$ cat config.mk
export PLATFORM = sky130hd
export DESIGN_NAME = wdpr_ctrl
export DESIGN_NICKNAME = d
export VERILOG_FILES = /design/src/inc/wdpr_pkg.sv /design/src/core/wdpr_ctrl.sv
export SDC_FILE = /design/constraint.sdc
export NUM_CORES = 1
export LEC_CHECK = 0
export ABC_AREA = 1
export BUFFER_PORTS_ARGS = -buffer_cell sky130_fd_sc_hd__buf_2
export CORE_ASPECT_RATIO = 0.8
export CORE_UTILIZATION = 40
export CTS_CLUSTER_SIZE = 16
export DETAILED_ROUTE_END_ITERATION = 12
export PLACE_DENSITY_LB_ADDON = 0.08
export SKIP_CTS_REPAIR_TIMING = 1
export SLEW_MARGIN = 20
export SYNTH_ARGS = -nofsm -noshare
export SYNTH_HDL_FRONTEND = slang
export SYNTH_SLANG_ARGS = --single-unit
$ cat constraint.sdc
create_clock -name mclk -period 5.3 [get_ports mclk]
set_clock_uncertainty 0.1 [all_clocks]
set_input_delay 0.265 -clock mclk [delete_from_list [all_inputs] [get_ports mclk]]
set_output_delay 0.265 -clock mclk [all_outputs]
set_load 0.02 [all_outputs]
$ cat src/inc/wdpr_pkg.sv
// constants, register layouts and bus carrier for the watchdog / power / reset block
package wdpr_pkg;

  // ------------------------------------------------------------------
  // clock
  // ------------------------------------------------------------------
  localparam int          CLK_HZ        = 10_000_000;
  localparam int          CLK_PERIOD_NS = 100;
  localparam int          OSC_PER_MC    = 12;
  localparam logic [3:0]  MC_LAST_SLOT  = 4'(OSC_PER_MC - 1);
  localparam logic [3:0]  STATE5_PHASE2_SLOT     = 4'h9;
  localparam logic [3:0]  ALE_SLOT_A0   = 4'h1;
  localparam logic [3:0]  ALE_SLOT_A1   = 4'h2;
  localparam logic [3:0]  ALE_SLOT_B0   = 4'h7;
  localparam logic [3:0]  ALE_SLOT_B1   = 4'h8;

  // ------------------------------------------------------------------
  // register offsets
  // ------------------------------------------------------------------
  localparam logic [7:0]  POWER_CONTROL_REG_ADDR     = 8'h87;
  localparam logic [7:0]  AUX_ADDR      = 8'h8e;
  localparam logic [7:0]  WATCHDOG_CONTROL_REG_ADDR     = 8'h8f;

  // ------------------------------------------------------------------
  // reset values
  // ------------------------------------------------------------------
  localparam logic [7:0]  POWER_CONTROL_REG_RESET    = 8'h00;
  localparam logic [7:0]  AUX_RESET     = 8'h00;
  localparam logic [7:0]  WATCHDOG_CONTROL_REG_RESET    = 8'h00;
  localparam logic [7:0]  PORT_RESET    = 8'hff;
  localparam logic [7:0]  SP_RESET      = 8'h07;
  localparam logic [7:0]  READ_IDLE     = 8'h00;

  // ------------------------------------------------------------------
  // counts
  // ------------------------------------------------------------------
  localparam int          WDT_BITS_DEF  = 14;
  localparam logic [1:0]  RST_SAMPLES   = 2'h2;
  localparam logic [1:0]  WD_RST_MC     = 2'h2;

  // ------------------------------------------------------------------
  // field positions
  // ------------------------------------------------------------------
  localparam int          POWER_CONTROL_REG_LOST_POS = 4;
  localparam int          POWER_CONTROL_REG_UF1_POS  = 3;
  localparam int          POWER_CONTROL_REG_UF0_POS  = 2;
  localparam int          POWER_CONTROL_REG_DEEP_POS = 1;
  localparam int          POWER_CONTROL_REG_IDLE_POS = 0;
  localparam int          WATCHDOG_CONTROL_REG_RUN_POS  = 7;
  localparam int          WATCHDOG_CONTROL_REG_CLR_POS  = 6;
  localparam int          WATCHDOG_CONTROL_REG_WATCHDOG_IN_LIGHT_SLEEP_POS = 5;
  localparam int          AUX_AO_POS    = 0;

  // ------------------------------------------------------------------
  // types
  // ------------------------------------------------------------------
  typedef struct packed {
    logic [2:0] rsvd;
    logic       power_lost_flag;
    logic       user_flag_1;
    logic       user_flag_0;
    logic       deep_sleep_bit;
    logic       light_sleep_bit;
  } wdpr_power_control_reg_t;

  typedef struct packed {
    logic       watchdog_run_bit;
    logic       watchdog_restart_bit;
    logic       watchdog_in_light_sleep;
    logic [1:0] rsvd;
    logic [2:0] divider_select;
  } wdpr_watchdog_control_reg_t;

  typedef struct packed {
    logic [6:0] rsvd;
    logic       ale_off_bit;
  } wdpr_aux_t;

  typedef struct packed {
    logic [7:0] addr;
    logic [7:0] wdata;
    logic       wr;
    logic       rd;
  } wdpr_req_t;

endpackage

$ cat src/core/wdpr_ctrl.sv
// watchdog, power control, reset filter and address latch strobe control
// Notes on behaviour
// - ale_off_bit set stops address latch strobe pulses.
// - strobe still pulses during external accesses, stops again after.
// - power_lost_flag set by cold reset, software clears, warm resets keep it.
// - user_flag_1 and user_flag_0 are plain read/write storage.
// - light sleep gates core clock; peripherals keep clocks.
// - enabled interrupt or any reset ends light sleep.
// - deep sleep stops all clocks; only reset wakes.
// - any reset disables watchdog and clears counter and prescaler.
// - watchdog counts only while watchdog_run_bit is set.
// - restart bit clears counter, prescaler and itself next machine cycle.
// - watchdog counts in light sleep only with watchdog_in_light_sleep set.
// - divider_select picks prescale ratio 2 to 256 per table.
// - timeout is 2^14 times ratio times 12 oscillator periods.
// - enabled watchdog timeout causes full system reset.
// - input clock used undivided; each oscillator period is one phase.
// - reset pin sampled at state5_phase2, held two machine cycles; in deep sleep the filtered pin level resets directly.
// - reset pin filtered against short glitches.
// - reset sets registers to reset values; power bit 4 excepted.
//
// Added by the designer: the plain strobed port.
module wdpr_ctrl #(
  parameter int WDT_BITS = wdpr_pkg::WDT_BITS_DEF
) (
  // clock and reset
  input  wire logic              mclk,
  input  wire logic              rstn,
  // register port
  input  wire wdpr_pkg::wdpr_req_t req,
  output logic [7:0]             rdata,
  // pins
  input  wire logic              rst_pin,
  output logic                   ale_out,
  // core side
  input  wire logic              irq_pending,
  input  wire logic              ext_access,
  output logic                   core_clk_en,
  output logic                   periph_clk_en,
  output logic                   osc_run,
  output logic                   sys_reset
);

  // ------------------------------------------------------------------
  // helpers
  // ------------------------------------------------------------------
  function automatic logic [7:0] ratio_last(input logic [2:0] sel);
    case (sel)
      3'h0:    ratio_last = 8'h01;
      3'h2:    ratio_last = 8'h03;
      3'h1:    ratio_last = 8'h07;
      3'h3:    ratio_last = 8'h0f;
      3'h4:    ratio_last = 8'h1f;
      3'h5:    ratio_last = 8'h3f;
      3'h6:    ratio_last = 8'h7f;
      default: ratio_last = 8'hff;
    endcase
  endfunction

  // ------------------------------------------------------------------
  // state
  // ------------------------------------------------------------------
  wdpr_pkg::wdpr_power_control_reg_t  power_control_reg;
  wdpr_pkg::wdpr_aux_t   aux;
  wdpr_pkg::wdpr_watchdog_control_reg_t  watchdog_control_reg;
  logic [3:0]            slot;
  logic                  pin_s1;
  logic                  pin_s2;
  logic                  pin_s3;
  logic                  pin_lvl;
  logic [1:0]            samp_cnt;
  logic [1:0]            wd_mc;
  logic [7:0]            pre;
  logic [WDT_BITS-1:0]   wd_cnt;

  // ------------------------------------------------------------------
  // decode
  // ------------------------------------------------------------------
  wire       deep      = power_control_reg.deep_sleep_bit;
  wire       light     = power_control_reg.light_sleep_bit;
  wire       mc_end    = (slot == wdpr_pkg::MC_LAST_SLOT) && !deep;
  wire       state5_phase2      = (slot == wdpr_pkg::STATE5_PHASE2_SLOT) && !deep;
  wire       pin_rst   = (samp_cnt == wdpr_pkg::RST_SAMPLES);
  wire       wd_rst    = (wd_mc != 2'h0);
  wire       reg_rst   = !rstn || pin_rst || wd_rst;
  wire       wr_power_control_reg   = req.wr && (req.addr == wdpr_pkg::POWER_CONTROL_REG_ADDR);
  wire       wr_aux    = req.wr && (req.addr == wdpr_pkg::AUX_ADDR);
  wire       wr_watchdog_control_reg   = req.wr && (req.addr == wdpr_pkg::WATCHDOG_CONTROL_REG_ADDR);
  wire       clr_now   = watchdog_control_reg.watchdog_restart_bit && mc_end;
  wire       cnt_en    = watchdog_control_reg.watchdog_run_bit && mc_end
                         && (!light || watchdog_control_reg.watchdog_in_light_sleep);
  wire       pre_last  = (pre == ratio_last(watchdog_control_reg.divider_select));
  wire       timeout   = cnt_en && pre_last && (&wd_cnt);
  wire       ale_slot  = (slot == wdpr_pkg::ALE_SLOT_A0) || (slot == wdpr_pkg::ALE_SLOT_A1)
                         || (slot == wdpr_pkg::ALE_SLOT_B0) || (slot == wdpr_pkg::ALE_SLOT_B1);
  wire       next_ale  = ale_slot && !deep && (!aux.ale_off_bit || ext_access);
  wire [3:0] next_slot = (slot == wdpr_pkg::MC_LAST_SLOT) ? 4'h0 : slot + 4'h1;
  wire [7:0] rd_mux    = (req.addr == wdpr_pkg::POWER_CONTROL_REG_ADDR) ? power_control_reg :
                         (req.addr == wdpr_pkg::AUX_ADDR)  ? aux  :
                         (req.addr == wdpr_pkg::WATCHDOG_CONTROL_REG_ADDR) ? watchdog_control_reg : wdpr_pkg::READ_IDLE;
  wire [7:0] next_rdata = req.rd ? rd_mux : wdpr_pkg::READ_IDLE;

  // ------------------------------------------------------------------
  // phase slots: oscillator split into states of two phases
  // ------------------------------------------------------------------
  always_ff @(posedge mclk) begin
    if (!rstn) begin
      slot <= 4'h0;
    end else if (!deep) begin
      slot <= next_slot;
    end
  end

  // ------------------------------------------------------------------
  // reset pin: synchroniser, filter, sampling
  // ------------------------------------------------------------------
  always_ff @(posedge mclk) begin
    if (!rstn) begin
      pin_s1  <= 1'b0;
      pin_s2  <= 1'b0;
      pin_s3  <= 1'b0;
      pin_lvl <= 1'b0;
    end else begin
      pin_s1 <= rst_pin;
      pin_s2 <= pin_s1;
      pin_s3 <= pin_s2;
      if (pin_s2 == pin_s3) begin
        pin_lvl <= pin_s3;
      end
    end
  end

  always_ff @(posedge mclk) begin
    if (!rstn) begin
      samp_cnt <= 2'h0;
    end else if (deep && pin_lvl) begin
      samp_cnt <= wdpr_pkg::RST_SAMPLES;
    end else if (state5_phase2) begin
      if (!pin_lvl) begin
        samp_cnt <= 2'h0;
      end else if (!pin_rst) begin
        samp_cnt <= samp_cnt + 2'h1;
      end
    end
  end

  // watchdog reset stretch
  always_ff @(posedge mclk) begin
    if (!rstn) begin
      wd_mc <= 2'h0;
    end else if (timeout) begin
      wd_mc <= wdpr_pkg::WD_RST_MC;
    end else if (mc_end && wd_rst) begin
      wd_mc <= wd_mc - 2'h1;
    end
  end

  // ------------------------------------------------------------------
  // registers
  // ------------------------------------------------------------------
  always_ff @(posedge mclk) begin
    if (!rstn) begin
      power_control_reg                 <= wdpr_pkg::POWER_CONTROL_REG_RESET;
      power_control_reg.power_lost_flag <= 1'b1;
    end else if (reg_rst) begin
      power_control_reg.light_sleep_bit <= 1'b0;
      power_control_reg.deep_sleep_bit  <= 1'b0;
      power_control_reg.user_flag_0     <= 1'b0;
      power_control_reg.user_flag_1     <= 1'b0;
    end else begin
      if (wr_power_control_reg) begin
        power_control_reg.power_lost_flag <= req.wdata[wdpr_pkg::POWER_CONTROL_REG_LOST_POS];
        power_control_reg.user_flag_1     <= req.wdata[wdpr_pkg::POWER_CONTROL_REG_UF1_POS];
        power_control_reg.user_flag_0     <= req.wdata[wdpr_pkg::POWER_CONTROL_REG_UF0_POS];
        power_control_reg.deep_sleep_bit  <= req.wdata[wdpr_pkg::POWER_CONTROL_REG_DEEP_POS];
      end
      if (irq_pending) begin
        power_control_reg.light_sleep_bit <= 1'b0;
      end else if (wr_power_control_reg) begin
        power_control_reg.light_sleep_bit <= req.wdata[wdpr_pkg::POWER_CONTROL_REG_IDLE_POS];
      end
    end
  end

  always_ff @(posedge mclk) begin
    if (reg_rst) begin
      aux <= wdpr_pkg::AUX_RESET;
    end else if (wr_aux) begin
      aux.ale_off_bit <= req.wdata[wdpr_pkg::AUX_AO_POS];
    end
  end

  always_ff @(posedge mclk) begin
    if (reg_rst) begin
      watchdog_control_reg <= wdpr_pkg::WATCHDOG_CONTROL_REG_RESET;
    end else begin
      if (wr_watchdog_control_reg) begin
        watchdog_control_reg.watchdog_run_bit        <= req.wdata[wdpr_pkg::WATCHDOG_CONTROL_REG_RUN_POS];
        watchdog_control_reg.watchdog_in_light_sleep <= req.wdata[wdpr_pkg::WATCHDOG_CONTROL_REG_WATCHDOG_IN_LIGHT_SLEEP_POS];
        watchdog_control_reg.divider_select          <= req.wdata[2:0];
      end
      if (wr_watchdog_control_reg && req.wdata[wdpr_pkg::WATCHDOG_CONTROL_REG_CLR_POS]) begin
        watchdog_control_reg.watchdog_restart_bit <= 1'b1;
      end else if (mc_end) begin
        watchdog_control_reg.watchdog_restart_bit <= 1'b0;
      end
    end
  end

  // ------------------------------------------------------------------
  // watchdog prescaler and counter
  // ------------------------------------------------------------------
  always_ff @(posedge mclk) begin
    if (reg_rst || clr_now) begin
      pre    <= 8'h00;
      wd_cnt <= '0;
    end else if (cnt_en) begin
      pre <= pre_last ? 8'h00 : pre + 8'h01;
      if (pre_last) begin
        wd_cnt <= wd_cnt + 1'b1;
      end
    end
  end

  // ------------------------------------------------------------------
  // outputs
  // ------------------------------------------------------------------
  always_ff @(posedge mclk) begin
    if (!rstn) begin
      rdata         <= wdpr_pkg::READ_IDLE;
      ale_out       <= 1'b0;
      core_clk_en   <= 1'b1;
      periph_clk_en <= 1'b1;
      osc_run       <= 1'b1;
      sys_reset     <= 1'b1;
    end else begin
      rdata         <= next_rdata;
      ale_out       <= next_ale;
      core_clk_en   <= !(light || deep);
      periph_clk_en <= !deep;
      osc_run       <= !deep;
      sys_reset     <= reg_rst;
    end
  end
endmodule // wdpr_ctrl

==> flow_summary.toml <==
[status]
status = "finished, final reports clean"

[power]
power.total_w = 0.0008411
seqPwrFrac_pct = 52.6
combPwrFrac_pct = 4.5
clkPwrFrac_pct = 42.8
swShare_pct = 24.53
p_leak_nw = 1.373
p_int_w = 0.0006348
ir_worst_vdd_mv = 0.1256
power_switching_w = 0.0002063
power_density_nw_per_um2 = 258.6

[global_routing]
grt_max_degree = 17
grt_util_met2_pct = 27.80
track_usage_pct = 18.20
grt_pass1_wl_um = 10450
antenna_found_initial = 0
use_met1_pct = 23.53
overflow = 0
top_usage_layer = "met2"
grt_pass1_vias = 2349
grt_use_met3_pct = 7.242

[timing]
min_period_ps = 2095
relSlewSlack_pct = 56.83
worstMarginPinSlew_ps = 645.2
slew_violations = 0
tns_ps = 0
rsz0062_at_grt = "no"
timing_hold_violations_final = 0
setup_viol = 0
period_share_pct = 39.53
max_freq_ghz = 0.4773

[clock_network]
cts_tree = "built"
cts_buffers = 9
clk_pin_slew_ps = 70
ctsLongestPathBuffers = 2
cts_root_buffer = "clkbuf_8"
cts.sinks = 58
clock_latency_ps = 340
cts-htree-levels = 3

[critical_path]
rr_worst_depth = 8
crit_required_ps = 5480
path_buf_inv = 3
crit_slowest_cell = "nor2_1"
path_delay_family = "simple AND/OR/NAND/NOR gates"
r2r_start = "samp_cnt[0]$_SDFFE_PP0P_"
critPathMaxStageDelay_ps = 520
cp-end-kind = "flop"
rrSetupSlack_ps = 3200
reg2reg_to = "pre[5]$_SDFFE_PP0P_"
worstPathCellList = "inv_1 > ha_1 > nor2_1 > o21ai_1 > buf_4 > inv_1 > nand2_1 > nor3b_2"
crit_type = "flop to flop"
startpoint = "samp_cnt[0]$_SDFFE_PP0P_"
startpoint_type = "flop"
critPathMaxFanout = 16
crit_arrival_ps = 2270
crit_top_cell = "inv_1"
crit_cells = 8

[floorplan]
io_pins = 36
initial_core_util_pct = 41.31
core_um2 = 6858
die_w_um = 96.09
dieHeight_um = 77.27
rows = 27
dieArea_um2 = 7424

[synthesis]
synth_fp_nets = 430
synth_area_leader_cell = "dfxtp_1"
syn-cell-area_um2 = 2833
synth.mux.area_fraction_pct = 0
synth_top_family_by_area = "simple AND/OR/NAND/NOR gates"
yosys_warnings = 0
synth_compound_area_share_pct = 11.75
synthAdderAreaFrac_pct = 3.534
ys_types = 36
synth_top_cells_by_count = "nand2_1 (99), dfxtp_1 (58), inv_1 (51), nor2_1 (44), a21oi_1 (31)"
synth.avg_cell_area_um2 = 7.100
synthXorXnorAreaFrac_pct = 4.329
synth_area_leaders = "dfxtp_1 (41%), nand2_1 (13%), inv_1 (6.8%)"
yosys.area.top_type_share_pct = 40.99
netlist_instances = 399
ys_ff_latch = 58
yosysMostFrequentCell = "nand2_1"
synth_simple_gate_area_share_pct = 30.21
synth-edff-count = 0
seq_area_frac_synth_pct = 40.99
synth_top_flop_cell = "dfxtp_1"
synthArstFlopShare_pct = 0

[drt]
wire_per_inst_um = 11.45
drc_errors = 0
wl_um = 6081
ant_nets = 0
drt_iter0_drc = 118
vias = 2550
firstDrtPassIters = 6
vias_per_cell = 4.802

[worst_hold_path]
hold_class = "primary input to flop"
hold_depth = 3
min_to = "ale_out$_SDFF_PN0_"
hp-start = "ext_access"

[finish]
reg_top3 = "wd_cnt x14, pre x8, rdata x8"
syn_to_final_growth_pct = 14.80
antenna_cells = 0
utilization_pct = 47.42
finalNetCount = 470
largest_reg_flops = 14
top_register = "wd_cnt"
layout-drive-gt1-share_pct = 14.64

[run]
max_cap_violations = 0

[place]
place_hpwl_um = 4499
place_congestion = 0.8481
portBuffers = 35
per-stage QoR:
| step | std cells | hold slack (ps) | cell area, um2 | setup WS (ps) |
|---|---|---|---|---|
| final | 531 | 86.89 | 3252 | 3205 |
| after global routing | 531 | 91.75 | 3252 | 3000 |
| after CTS | 530 | -7.564 | 3242 | 3188 |
| after global placement | 514 | 294.2 | 3070 | 3205 |
| after floorplan | 399 | 262.6 | 2833 | 3579 |
| after detailed placement | 514 | 298.1 | 3070 | 3170 |
tightest hold or removal path: stages:
cell and delay [ps]:
buf_2 80, o2111ai_1 100, inv_1 50
logic make-up (layout without fill, tap and decap cells):
family,count (synthesis),in the layout
compound gates,63,63
xor+xnor,14,14
simple gates,193,193
buf+inv,63,108
flops,58,58
fa+ha+maj,8,8
routing by layer:
metal	share of wire, %	wire length (um)
met3	5.8	355
met5	0	0
met1	50	3065
met2	43	2589
met4	1.2	71
power groups by stage:
stage / sequential [W] / combinational (W) / clock (W)
floorplan: 0.000454 / 0.0000194 / 0
global placement: 0.000452 / 0.0000373 / 0
detailed placement: 0.000453 / 0.0000377 / 0
CTS: 0.000443 / 0.0000379 / 0.000376
global route: 0.000443 / 0.0000435 / 0.000395
finish: 0.000443 / 0.0000381 / 0.000360
layout by cell type (no fill, tap or decap), types with 2 or more instances in the layout:
master / instances
inv_1: 51
inv_2: 3
nor2_2: 3
clkinv_2: 3
nor4_1: 3
xor2_1: 10
nor2_1: 44
o21ai_1: 7
nor3_1: 7
dfxtp_1: 58
nor2_4: 2
clkinvlp_4: 2
o21ai_0: 18
nand4_1: 7
clkbuf_8: 10
a21oi_1: 31
ha_1: 8
nand2_1: 99
nand3_1: 21
xnor2_1: 4
buf_2: 35
o22ai_1: 2
cell type report:
class                           instances  area, um2
Clock inverter                          5      30.03
Tap cell                               87      108.9
Clock buffer                           11      141.4
Multi-Input combinational cell        278       1411
Sequential cell                        58       1161
Fill cell                             726       3606
Timing Repair Buffer                   37      192.7
Inverter                               55      206.4
worst max-delay path by stage:
stage	end	slack [ps]
finish	pre[5]$_SDFFE_PP0P_	3200
global route	wd_cnt[10]$_SDFFE_PP0P_	3000
global placement	pre[5]$_SDFFE_PP0P_	3200
CTS	wd_cnt[10]$_SDFFE_PP0P_	3190
floorplan	pre[6]$_SDFFE_PP0P_	3580
detailed placement	pre[5]$_SDFFE_PP0P_	3170
(Power assumes the default switching activity.)
